===== config.mk =====
export PLATFORM = sky130hd
export DESIGN_NAME = tgo_timer_gate
export DESIGN_NICKNAME = d
export VERILOG_FILES = /design/src/verilog/tgo_timer_gate.v
export VERILOG_INCLUDE_DIRS = /design/src /design/src/verilog
export SDC_FILE = /design/constraint.sdc
export NUM_CORES = 1
export LEC_CHECK = 0
export BUFFER_PORTS_ARGS = -buffer_cell sky130_fd_sc_hd__buf_2
export CAP_MARGIN = 20
export CORE_ASPECT_RATIO = 1.75
export CORE_MARGIN = 4
export CORE_UTILIZATION = 40
export CTS_CLUSTER_DIAMETER = 150
export DETAILED_ROUTE_END_ITERATION = 7
export PLACE_DENSITY = 0.63
export SYNTH_ARGS = -nofsm -noshare
export SYNTH_HDL_FRONTEND = slang
export SYNTH_SLANG_ARGS = --single-unit

===== constraint.sdc =====
create_clock -name clk -period 4.65 [get_ports clk]
set_input_delay 0.93 -clock clk [delete_from_list [all_inputs] [get_ports clk]]
set_output_delay 0.93 -clock clk [all_outputs]
set_load 0.01 [all_outputs]

===== src/verilog/tgo_defs.vh =====
`ifndef TGO_DEFS_VH
`define TGO_DEFS_VH

// register word addresses (byte address = index * 4)
`define TGO_ADDR_CTRL     4'h0
`define TGO_ADDR_GATE     4'h1
`define TGO_ADDR_COUNT_LO 4'h2
`define TGO_ADDR_COUNT_HI 4'h3
`define TGO_ADDR_FLAGS    4'h4
`define TGO_ADDR_IRQEN    4'h5
`define TGO_ADDR_BYTETMR  4'h6
`define TGO_ADDR_W        4

// counter control register fields
`define TGO_CTRL_ON       0
`define TGO_CTRL_NOSYNC   2
`define TGO_CTRL_CS_LO    6
`define TGO_CTRL_CS_HI    7
`define TGO_CTRL_RST      8'h00

// gate control register fields
`define TGO_GATE_SS_LO    0
`define TGO_GATE_SS_HI    1
`define TGO_GATE_VAL      2
`define TGO_GATE_GO       3
`define TGO_GATE_SPM      4
`define TGO_GATE_TM       5
`define TGO_GATE_POL      6
`define TGO_GATE_EN       7
`define TGO_GATE_RST      8'h00

// flag and enable register fields
`define TGO_FLG_WRAP      0
`define TGO_FLG_GATE      1
`define TGO_IEN_WRAP      0
`define TGO_IEN_GATE      1
`define TGO_IEN_PERIPH    2
`define TGO_IEN_GLOBAL    3

// gate source codes
`define TGO_SRC_PIN       2'h0
`define TGO_SRC_BYTEWRAP  2'h1
`define TGO_SRC_CMPA      2'h2
`define TGO_SRC_CMPB      2'h3

// external clock select code
`define TGO_CS_EXT        2'h2

`endif


===== src/verilog/tgo_timer_gate.v =====
// Chosen here: the register offsets and the Avalon-MM interface to the registers.
`timescale 1ns/1ns
`include "tgo_defs.vh"
module tgo_timer_gate #(
  parameter CNT_W = 16,
  parameter BYTE_W = 8
) (
  // clock and reset
  input  wire              clk,
  input  wire              rst_n,
  // avalon-mm slave
  input  wire [`TGO_ADDR_W-1:0] avs_address,
  input  wire              avs_read,
  input  wire              avs_write,
  input  wire [31:0]       avs_writedata,
  output reg  [31:0]       avs_readdata,
  output wire              avs_waitrequest,
  // gate sources and timing
  input  wire              gate_input_pin,
  input  wire              comparator_a_out_synced,
  input  wire              comparator_b_out_synced,
  input  wire              count_tick,
  input  wire              sleep_mode,
  // events to processor and prescaler
  output wire              wrap_irq,
  output wire              gate_irq,
  output wire              wake_request,
  output wire              prescale_clear
);

  reg              rst_meta;
  reg              rst_sync_n;
  reg  [7:0]       counter_control_reg;
  reg              gate_enable_bit;
  reg              gate_polarity_bit;
  reg              gate_toggle_mode_bit;
  reg              gate_single_pulse_bit;
  reg              pulse_acquire_go_done;
  reg  [1:0]       gate_source_select;
  reg  [CNT_W-1:0] count;
  reg  [BYTE_W-1:0] byte_count;
  reg              wrap_flag;
  reg              gate_event_flag;
  reg  [3:0]       irq_enables;
  reg              src_q;
  reg              toggle_q;
  reg              spm_armed;
  reg              gate_level_status;
  reg              gate_level_q;
  reg              ack;
  reg              byte_timer_wrap_pulse;
  reg              next_go;
  reg  [31:0]      next_rdata;
  reg              gate_src;

  wire             counter_on_bit;
  wire             no_sync_bit;
  wire [1:0]       count_clock_select;
  wire             req;
  wire             wr;
  wire             src_rise;
  wire             gate_fall;
  wire             after_toggle;
  wire             gate_open;
  wire             asleep_ok;
  wire             run;
  wire             wr_lo;
  wire             wr_hi;
  wire             go_set;
  wire             cnt_wrap;

  assign counter_on_bit     = counter_control_reg[`TGO_CTRL_ON];
  assign no_sync_bit        = counter_control_reg[`TGO_CTRL_NOSYNC];
  assign count_clock_select = counter_control_reg[`TGO_CTRL_CS_HI:`TGO_CTRL_CS_LO];

  // reset release through two flops
  always @(posedge clk or negedge rst_n) begin
    if (!rst_n) begin
      rst_meta   <= 1'b0;
      rst_sync_n <= 1'b0;
    end else begin
      rst_meta   <= 1'b1;
      rst_sync_n <= rst_meta;
    end
  end

  // bus: one wait cycle, answer on second edge
  assign req             = avs_read | avs_write;
  assign avs_waitrequest = req & ~ack;
  assign wr              = avs_write & ack;

  always @(posedge clk or negedge rst_sync_n) begin
    if (!rst_sync_n) begin
      ack <= 1'b0;
    end else begin
      ack <= req & ~ack;
    end
  end

  // gate source selection
  always @* begin
    case (gate_source_select)
      `TGO_SRC_PIN:      gate_src = gate_input_pin;
      `TGO_SRC_BYTEWRAP: gate_src = byte_timer_wrap_pulse;
      `TGO_SRC_CMPA:     gate_src = comparator_a_out_synced;
      `TGO_SRC_CMPB:     gate_src = comparator_b_out_synced;
      default:           gate_src = gate_input_pin;
    endcase
  end

  // source edge from registered copy, polarity applied first
  assign src_rise     = (gate_src ^ ~gate_polarity_bit) & ~src_q;
  assign after_toggle = gate_toggle_mode_bit ? toggle_q : (gate_src ^ ~gate_polarity_bit);
  // level after single pulse stage; in single pulse mode only passes while armed
  assign gate_open    = gate_single_pulse_bit ? (after_toggle & spm_armed) : after_toggle;
  assign gate_fall    = gate_level_q & ~gate_level_status;
  assign asleep_ok    = ~sleep_mode | (no_sync_bit & (count_clock_select == `TGO_CS_EXT));
  assign run          = counter_on_bit & (~gate_enable_bit | gate_level_status)
                        & count_tick & asleep_ok;
  assign wr_lo        = wr & (avs_address == `TGO_ADDR_COUNT_LO);
  assign wr_hi        = wr & (avs_address == `TGO_ADDR_COUNT_HI);
  assign prescale_clear = wr_lo | wr_hi;
  assign go_set       = wr & (avs_address == `TGO_ADDR_GATE) & avs_writedata[`TGO_GATE_GO];
  assign cnt_wrap     = run & (&count) & ~prescale_clear;

  // go/done: trailing edge clear wins over a set
  always @* begin
    next_go = pulse_acquire_go_done;
    if (wr & (avs_address == `TGO_ADDR_GATE)) begin
      next_go = avs_writedata[`TGO_GATE_GO];
    end
    if (gate_single_pulse_bit & pulse_acquire_go_done & spm_armed & gate_fall) begin
      next_go = 1'b0;
    end
  end

  // gate state flops
  always @(posedge clk or negedge rst_sync_n) begin
    if (!rst_sync_n) begin
      src_q             <= 1'b0;
      toggle_q          <= 1'b0;
      spm_armed         <= 1'b0;
      gate_level_status <= 1'b0;
      gate_level_q      <= 1'b0;
    end else begin
      src_q <= gate_src ^ ~gate_polarity_bit;
      if (!gate_toggle_mode_bit || !counter_on_bit) begin
        toggle_q <= 1'b0;
      end else if (src_rise) begin
        toggle_q <= ~toggle_q;
      end
      // armed on first counting edge after go; dropped when done
      if (!pulse_acquire_go_done || !gate_single_pulse_bit) begin
        spm_armed <= 1'b0;
      end else if (src_rise) begin
        spm_armed <= 1'b1;
      end
      gate_level_status <= gate_open;
      gate_level_q      <= gate_level_status;
    end
  end

  // companion byte timer; wrap gives a one-cycle high pulse
  always @(posedge clk or negedge rst_sync_n) begin
    if (!rst_sync_n) begin
      byte_count            <= {BYTE_W{1'b0}};
      byte_timer_wrap_pulse <= 1'b0;
    end else begin
      byte_timer_wrap_pulse <= 1'b0;
      if (wr & (avs_address == `TGO_ADDR_BYTETMR)) begin
        byte_count <= avs_writedata[BYTE_W-1:0];
      end else if (count_tick) begin
        byte_count            <= byte_count + {{(BYTE_W-1){1'b0}}, 1'b1};
        byte_timer_wrap_pulse <= &byte_count;
      end
    end
  end

  // registers, counter and flags
  always @(posedge clk or negedge rst_sync_n) begin
    if (!rst_sync_n) begin
      counter_control_reg   <= `TGO_CTRL_RST;
      gate_enable_bit       <= 1'b0;
      gate_polarity_bit     <= 1'b0;
      gate_toggle_mode_bit  <= 1'b0;
      gate_single_pulse_bit <= 1'b0;
      pulse_acquire_go_done <= 1'b0;
      gate_source_select    <= `TGO_SRC_PIN;
      count                 <= {CNT_W{1'b0}};
      wrap_flag             <= 1'b0;
      gate_event_flag       <= 1'b0;
      irq_enables           <= 4'h0;
    end else begin
      pulse_acquire_go_done <= next_go;
      if (wr & (avs_address == `TGO_ADDR_CTRL)) begin
        counter_control_reg <= avs_writedata[7:0];
      end
      if (wr & (avs_address == `TGO_ADDR_GATE)) begin
        gate_enable_bit       <= avs_writedata[`TGO_GATE_EN];
        gate_polarity_bit     <= avs_writedata[`TGO_GATE_POL];
        gate_toggle_mode_bit  <= avs_writedata[`TGO_GATE_TM];
        gate_single_pulse_bit <= avs_writedata[`TGO_GATE_SPM];
        gate_source_select    <= avs_writedata[`TGO_GATE_SS_HI:`TGO_GATE_SS_LO];
      end
      if (wr & (avs_address == `TGO_ADDR_IRQEN)) begin
        irq_enables <= avs_writedata[3:0];
      end
      if (wr_lo) begin
        count[7:0] <= avs_writedata[7:0];
      end else if (wr_hi) begin
        count[CNT_W-1:8] <= avs_writedata[CNT_W-9:0];
      end else if (run) begin
        count <= count + {{(CNT_W-1){1'b0}}, 1'b1};
      end
      // write-one-to-clear; a set in the same cycle wins
      if (cnt_wrap) begin
        wrap_flag <= 1'b1;
      end else if (wr & (avs_address == `TGO_ADDR_FLAGS) & avs_writedata[`TGO_FLG_WRAP]) begin
        wrap_flag <= 1'b0;
      end
      if (gate_fall) begin
        gate_event_flag <= 1'b1;
      end else if (wr & (avs_address == `TGO_ADDR_FLAGS) & avs_writedata[`TGO_FLG_GATE]) begin
        gate_event_flag <= 1'b0;
      end
    end
  end

  assign wrap_irq = wrap_flag & counter_on_bit & irq_enables[`TGO_IEN_WRAP]
                    & irq_enables[`TGO_IEN_PERIPH] & irq_enables[`TGO_IEN_GLOBAL];
  assign gate_irq = gate_event_flag & irq_enables[`TGO_IEN_GATE]
                    & irq_enables[`TGO_IEN_PERIPH] & irq_enables[`TGO_IEN_GLOBAL];
  assign wake_request = wrap_flag & counter_on_bit & irq_enables[`TGO_IEN_WRAP]
                        & irq_enables[`TGO_IEN_PERIPH];

  // read mux
  always @* begin
    next_rdata = 32'h00000000;
    case (avs_address)
      `TGO_ADDR_CTRL:     next_rdata[7:0] = counter_control_reg;
      `TGO_ADDR_GATE:     next_rdata[7:0] = {gate_enable_bit, gate_polarity_bit,
                                             gate_toggle_mode_bit, gate_single_pulse_bit,
                                             pulse_acquire_go_done, gate_level_status,
                                             gate_source_select};
      `TGO_ADDR_COUNT_LO: next_rdata[7:0] = count[7:0];
      `TGO_ADDR_COUNT_HI: next_rdata[CNT_W-9:0] = count[CNT_W-1:8];
      `TGO_ADDR_FLAGS:    next_rdata[1:0] = {gate_event_flag, wrap_flag};
      `TGO_ADDR_IRQEN:    next_rdata[3:0] = irq_enables;
      `TGO_ADDR_BYTETMR:  next_rdata[BYTE_W-1:0] = byte_count;
      default:            next_rdata = 32'h00000000;
    endcase
  end

  always @(posedge clk or negedge rst_sync_n) begin
    if (!rst_sync_n) begin
      avs_readdata <= 32'h00000000;
    end else if (avs_read & ~ack) begin
      avs_readdata <= next_rdata;
    end
  end

endmodule // tgo_timer_gate


Word-level counts from Yosys, hierarchy flattened
Index checks and enable logic that the tools add are counted.
W data, S select, Z words.
Storage, ports and cells
  bits in registers: 62
  word-level logic and storage cells: 125
  output and inout port bits: 37
  input bits: 45
Operators by class
  bitwise gates (word level): 45
  equal/unequal tests: 11
  muxes and demuxes: 24
  add/subtract/negate cells: 2
  reduce and logical (&&, ||, !) cells: 20
Operators by type and width (number)
  $mux W8: 5
  $and A1 B1 Y1: 31
  $pmux W4 S5: 1
  $add A16 B1 Y16 const B: 1
  $mux W16: 1
  $reduce_and A16 Y1: 1
  $reduce_bool A2 Y1: 8
  $mux W1: 14
  $pmux W2 S7: 1
  $eq A4 B3 Y1 const B: 3
  $pmux W2 S6: 1
  $not A1 Y1: 9
  $add A8 B1 Y8 const B: 1
  $eq A4 B2 Y1 const B: 2
  $reduce_and A8 Y1: 1
  $eq A2 B2 Y1 const B: 3
  $eq A4 B1 Y1 const B: 1
  $logic_not A1 Y1: 4
  $logic_not A4 Y1: 1
  $or A1 B1 Y1: 4
  $pmux W1 S4: 1
  $reduce_and A2 Y1: 2
  $eq A2 B1 Y1 const B: 1
  $logic_not A2 Y1: 1
  other kinds (3): 4

Depth between registers and ports, before layout
Gate-level depths: netlist (run 1).
  depth after elaboration: 8
  depth in mapped cells: 7
  gate-level depth less buffers: 5

Least setup slack after synthesis (run 1)
OpenSTA, ideal clock, no wires.
  path type: input-to-output
  start: input avs_address[2]
  end: output prescale_clear
  buffers on the path: 1
  setup slack: 2.098 ns
  arrival time: 1.622 ns
  required time: 3.720 ns
  cell stages on the path: 4
  cell sequence: and4bb_1 -> buf_2 -> nand3_2 -> nand2_1
On the way
  cells in the longest elaborated chain, start to end: 3
  elaborated cells between the ends (all ways): 5
  those cells by class: eq/ne: 2; bitwise: 3
Ends and longest elaborated chain
  start: declaration: line tgo_timer_gate.v:12  | input wire [`TGO_ADDR_W-1:0] avs_address,
  $eq A4 B2 Y1
  $and A1 B1 Y1 (on tied branches): line tgo_timer_gate.v:120, tgo_timer_gate.v:121
  $or A1 B1 Y1 (*): line tgo_timer_gate.v:122  | assign prescale_clear = wr_lo | wr_hi;
  end: declaration: line tgo_timer_gate.v:28  | output wire prescale_clear
Every way passes the cells marked *; elsewhere a longest branch is shown, timed or not.

Final worst setup path (run 1)
  start: input avs_address[1]
  end: output prescale_clear
Same word-level chain as after synthesis.

==> impl_metrics.json, run 1 <==
{
  "synthTopCellsByArea": "dfrtp_1, mux2_2, buf_4, nand2_1, o21ai_0",
  "regArea_um2": 1550,
  "cts_tree": "yes",
  "routed_wl_um": 9320,
  "die_x_um": 79.1,
  "largest_reg_flops": 16,
  "synth_cell_types": 55,
  "fill_cells": 822,
  "cts_buffer_depth": 2,
  "syn_inst": 356,
  "drive_gt1_share_pct": 21.4,
  "syn_area_per_cell_um2": 9.94,
  "max_stage_delay_ps": 400,
  "outcome": "finished, final reports clean",
  "grt_pass1_vias": 2936,
  "coreArea_um2": 8670,
  "track_usage_pct": 19.1,
  "synth-seq-cells": 62,
  "cts.hold.buffers_added": 0,
  "synth_top_area_share_pct": 43.8,
  "fin_crit_ps": 3470,
  "synth_top_flop_cell": "dfrtp_1",
  "largest-register": "count",
  "async_flop_share_pct": 100,
  "hold_viol_final": 0,
  "rsz0062_at_grt": "no",
  "fmax_mhz": 289,
  "clkLatencyLatePin_ps": 340,
  "rows": 45,
  "post-route-util_pct": 46.2,
  "path_clk_slew_ps": 50,
  "synth_enable_flop_cells": 0,
  "synth_warnings": 0,
  "drc": 0,
  "cts_max_level": 3,
  "cpMaxStageDelayCell": "nor2b_1",
  "dr.pass1.iters": 4,
  "max_cap_viol_count": 0,
  "hp-class": "reg -> reg",
  "dieArea_um2": 10500,
  "syn2layout_area_growth_pct": 13.3,
  "syn_area_um2": 3540,
  "power.leakage_nw": 1.78,
  "grt.overflow.total": 0,
  "worstSetupPathType": "in -> out",
  "mostFrequentLayoutCells": "dfrtp_1, nand2_1, buf_2",
  "fin_crit_sh_pct": 74.5,
  "numCtsBuffers": 9,
  "ir_worst_vdd_uv": 245,
  "die_y_um": 132,
  "synth_top_area_cell": "dfrtp_1",
  "vias": 2823,
  "hpwl_um": 6880,
  "first_iter_violations": 166,
  "grt_pass1_wl_um": 15300,
  "nets": 429,
  "crit_buf_inv": 2,
  "end_kind": "primary output",
  "grt_max_degree": 61,
  "post_cts_buffers": 0,
  "ant_nets": 0,
  "cts_resized": 0,
  "setup_viol": 0,
  "root_buffer": "clkbuf_16",
  "antenna_cells": 0,
  "antenna_found_initial": 0,
  "path_cells": "buf_2 -> nor2b_1 -> nand2_1 -> nand2_1 -> buf_2",
  "initial_core_util_pct": 40.8,
  "multiInputGateArea_um2": 1790,
  "path_delay_family": "simple AND/OR/NAND/NOR gates",
  "avgRoutedWirePerCell_um": 18.5,
  "slew_headroom_pct": 35.6,
  "ys_seq_area_share_pct": 43.8,
  "ios": 82,
  "power.density_nw_per_um2": 483,
  "critPathArrivalTime_ps": 2540,
  "clock_skew_ps": 3.60,
  "gp_routability_congestion": 0.909,
  "final_common_cell": "dfrtp_1",
  "required_ps": 3720,
  "setup_tns_ps": 0,
  "slew_viol_final": 0,
  "clock_sinks": 62,
  "vias_per_cell": 5.60,
  "crit_path_start_kind": "input pin",
  "portBuffers": 33,
  "critPathMaxFanout": 22,
  "worst-slew-pin-transition_ps": 962
}
stage by stage:
step | instances | total power [mW] | hold WS (ps) | instance area, um^2 | worst slack, ps
after global placement | 488 | 1.20 | 337 | 3680 | 1250
after CTS | 504 | 1.95 | 355 | 4010 | 1240
after global routing | 504 | 2.04 | 358 | 4010 | 1010
after floorplan | 379 | 1.09 | 331 | 3620 | 2100
final | 504 | 1.94 | 351 | 4010 | 1180
after detailed placement | 488 | 1.22 | 344 | 3680 | 1240
power breakdown:
part	internal (mW)	leakage (nW)	total [mW]	switching [mW]
Clock	0.481	0.154	0.725	0.245
Sequential	0.675	0.787	0.840	0.165
Combinational	0.183	0.836	0.370	0.186
Total	1.34	1.78	1.94	0.596
area by class of cell:
type	instances	share of cell area (%)
Multi-Input combinational cell	270	44.7
Sequential cell	62	38.7
Clock buffer	10	5.96
Timing Repair Buffer	35	4.49
Tap cell	117	3.65
Clock inverter	6	2.12
Inverter	4	0.375
final timing paths:
path,startpoint,end,slack [ps],depth (start not counted)
worst min register to register,rst_meta$_DFF_PN0_,rst_sync_n$_DFF_PN0_,350,0
worst max register to register,ack$_DFF_PN0_,count[15]$_DFFE_PN0P_,2680,5
worst max-delay path,avs_address[1],prescale_clear,1180,5
max in group asynchronous,rst_sync_n$_DFF_PN0_,count[11]$_DFFE_PN0P_,3690,1
min in group asynchronous,rst_n,rst_meta$_DFF_PN0_,360,1
worst min-delay path,rst_meta$_DFF_PN0_,rst_sync_n$_DFF_PN0_,350,0
cell usage after synthesis (2+ instances only):
| cell type | number |
|---|---|
| xnor2_1 | 3 |
| nand2_1 | 33 |
| nor2b_1 | 3 |
| o22ai_1 | 6 |
| or2_2 | 2 |
| nand4_1 | 7 |
| xor2_1 | 7 |
| conb_1 | 2 |
| nor3_1 | 8 |
| a221o_1 | 2 |
| and4_1 | 3 |
| a32oi_1 | 5 |
| buf_2 | 10 |
| dfrtp_1 | 62 |
| o21ai_1 | 2 |
| nor2_1 | 20 |
| inv_1 | 4 |
| a31oi_1 | 6 |
| buf_4 | 25 |
| a22o_1 | 6 |
| or3_1 | 2 |
| clkbuf_1 | 6 |
| nand2b_1 | 3 |
| a21oi_1 | 7 |
| mux4_2 | 2 |
| and2_1 | 7 |
| and3_1 | 6 |
| a21o_1 | 3 |
| a22oi_1 | 11 |
| ha_1 | 2 |
| mux2_2 | 24 |
| o32a_1 | 3 |
| nand3_1 | 16 |
| a311o_1 | 2 |
| mux2i_1 | 7 |
| a311oi_1 | 3 |
| buf_1 | 2 |
| o21ai_0 | 17 |
worst register-to-register path, delay by kind of cell (launching register included):
kind | cells | cell delay [ps]
AO/OA/AOI/OAI | 2 | 350
buffers and inverters | 1 | 140
flip-flops | 1 | 370
AND/OR/NAND/NOR | 2 | 980
cells by family after synthesis:
family | count (synthesis) | share of synthesized area, %
muxes | 33 | 10.9
adders and majority gates | 2 | 0.707
DFF | 62 | 43.8
xor gates and xnor gates | 11 | 2.94
other | 2 | 0.212
buffers and inverters | 47 | 7.99
and+or+nand+nor | 118 | 17.1
AOI/OAI and AO/OA | 81 | 16.3
metal layers:
layer  global-route usage, %  vias up  share of wire, %
met2                    31.4       93                52
met1                    20.9     1370                37
met4                    14.8        0               6.4
li1                        -     1324                 -
met3                    4.36       36               4.7
met5                       0        -                 0
No activity file was read; power rests on OpenSTA's default activity.
==> inputs of run 2 (changes only) <==
Clock period 4.65 ns to 3.4 ns, I/O delays scaled along.
==> run 2 against run 1 <==
  * Global-route usage shrank 0.38 points
  * Critical endpoint unchanged
  * Count of clock-buffer cells in the layout is 3 higher
  * Setup slack worse by 480 ps
  * Wire length increased by 3.0%
  * Largest power group unchanged
  * Final area increased by 0.47%
  * Sequential power grew 38%
  * Sequential share of layout area down 0.18 points
  * First-iteration DRC count rose by 44%
==> impl_metrics.json, run 2 (same netlist as run 1, synthesis figures left out) <==
{
  "post_cts_buffers": 0,
  "numCtsBuffers": 9,
  "vias": 2880,
  "gp_routability_congestion": 0.902,
  "r2r-start": "counter_control_reg[6]$_DFFE_PN0P_",
  "post-route-util_pct": 46.5,
  "routed_wl_um": 9600,
  "critPathArrivalTime_ps": 2020,
  "setup_tns_ps": 0,
  "rsz0062_at_grt": "no",
  "root_buffer": "clkbuf_16",
  "path_delay_family": "simple AND/OR/NAND/NOR gates",
  "grt_max_degree": 40,
  "drc": 0,
  "antenna_found_initial": 0,
  "cts_resized": 0,
  "required_ps": 2720,
  "fin_crit_ps": 2700,
  "hpwl_um": 7050,
  "power.density_nw_per_um2": 654,
  "path_clk_slew_ps": 50,
  "initial_core_util_pct": 40.8,
  "power.leakage_nw": 1.80,
  "fin_ws_ps": 703,
  "portBuffers": 33,
  "rows": 45,
  "max_stage_delay_ps": 420,
  "die_y_um": 132,
  "grt.overflow.total": 0,
  "mostFrequentLayoutCells": "dfrtp_1, nand2_1, buf_2",
  "crit_buf_inv": 2,
  "fill_cells": 856,
  "slew_viol_final": 0,
  "rr_worst_depth": 5,
  "preCtsSetupSlack_ps": 755,
  "ant_nets": 0,
  "crit_cells": 5,
  "cts_tree": "yes",
  "rrSetupSlack_ps": 1400,
  "wl_met1_um": 3600,
  "clkLatencyLatePin_ps": 330,
  "ios": 82,
  "avgRoutedWirePerCell_um": 18.9,
  "end_kind": "primary output",
  "setup_viol": 0,
  "reg2reg_to": "wrap_flag$_DFFE_PN0P_",
  "dr.pass1.iters": 5,
  "first_iter_violations": 239,
  "outcome": "finished, final reports clean",
  "clock_skew_ps": 5.77,
  "slew_headroom_pct": 40.9,
  "drive_gt1_share_pct": 22.1,
  "cts_buffer_depth": 2,
  "path_cells": "buf_2 -> nor2b_1 -> nand2_1 -> nand2_1 -> buf_2",
  "cts.hold.buffers_added": 0,
  "worstSetupPathType": "in -> out",
  "worst-slew-pin-transition_ps": 886,
  "dieArea_um2": 10500,
  "nets": 432,
  "final_common_cell": "dfrtp_1",
  "dr_wl_met3_um": 544,
  "largest-register": "count",
  "hold_viol_final": 0,
  "antenna_cells": 0,
  "top_layer_used": "met4",
  "cts_max_level": 3,
  "cpMaxStageDelayCell": "nor2b_1",
  "max_cap_viol_count": 0,
  "crit_start": "avs_address[1]",
  "wl_met2_um": 5100,
  "clock_sinks": 62,
  "fin_crit_sh_pct": 79.3,
  "grt_pass1_wl_um": 15000,
  "crit_path_start_kind": "input pin",
  "endpoint": "prescale_clear",
  "fmax_mhz": 371,
  "critPathMaxFanout": 22,
  "die_x_um": 79.1,
  "syn2layout_area_growth_pct": 13.8,
  "hp-class": "in -> async",
  "largest_reg_flops": 16,
  "ir_worst_vdd_uv": 299,
  "coreArea_um2": 8670,
  "grt_pass1_vias": 2813,
  "vias_per_cell": 5.68,
  "track_usage_pct": 18.8
}
## run 2: changes by cell type in the layout (fill, tap and decap cells not counted), sizes merged
cell      delta
clkinvlp     -2
buf          +3
bufinv       -1
clkbuf       +3
## run 2: final cells by class
| type | count | area [um^2] | area share [%] |
|---|---|---|---|
| clock buffers | 13 | 280 | 6.96 |
| well taps | 117 | 146 | 3.63 |
| multi-input cells | 270 | 1790 | 44.5 |
| inverters | 4 | 15.0 | 0.373 |
| repair buffers | 38 | 203 | 5.03 |
| flip-flops and latches | 62 | 1550 | 38.6 |
| clock inverters | 3 | 40.0 | 0.994 |
## run 2: power breakdown
group / switching [mW] / total (mW) / internal, mW / leakage (nW)
clock: 0.325 / 0.969 / 0.644 / 0.162
combinational: 0.251 / 0.502 / 0.251 / 0.850
sequential: 0.240 / 1.16 / 0.923 / 0.787
total: 0.815 / 2.63 / 1.82 / 1.80
## run 2: worst min-delay path by stage
stage / from / to / slack (ps) / cells past startpoint
after floorplan: rst_meta$_DFF_PN0_ / rst_sync_n$_DFF_PN0_ / 330 / 0
after global placement: rst_meta$_DFF_PN0_ / rst_sync_n$_DFF_PN0_ / 340 / 0
after detailed placement: rst_meta$_DFF_PN0_ / rst_sync_n$_DFF_PN0_ / 340 / 0
after CTS: rst_n / rst_meta$_DFF_PN0_ / 120 / 1
after global routing: rst_n / rst_meta$_DFF_PN0_ / 120 / 1
final: rst_n / rst_meta$_DFF_PN0_ / 120 / 1
## run 2: per-layer routing
| layer | vias up | GRT usage, % |
|---|---|---|
| li1 | 1326 | - |
| met1 | 1388 | 20.8 |
| met2 | 136 | 33.4 |
| met3 | 30 | 3.61 |
| met4 | 0 | 9.46 |
| met5 | - | 0 |
## run 2: metrics by stage
step / cell area, um^2 / cells / hold slack [ps] / total power [mW]
6_report: 4030 / 507 / 124 / 2.63
5_1_grt: 4030 / 507 / 122 / 2.76
4_1_cts: 4030 / 507 / 118 / 2.64
3_5_place_dp: 3710 / 491 / 344 / 1.67
3_3_place_gp: 3710 / 491 / 337 / 1.65
2_1_floorplan: 3620 / 379 / 331 / 1.49
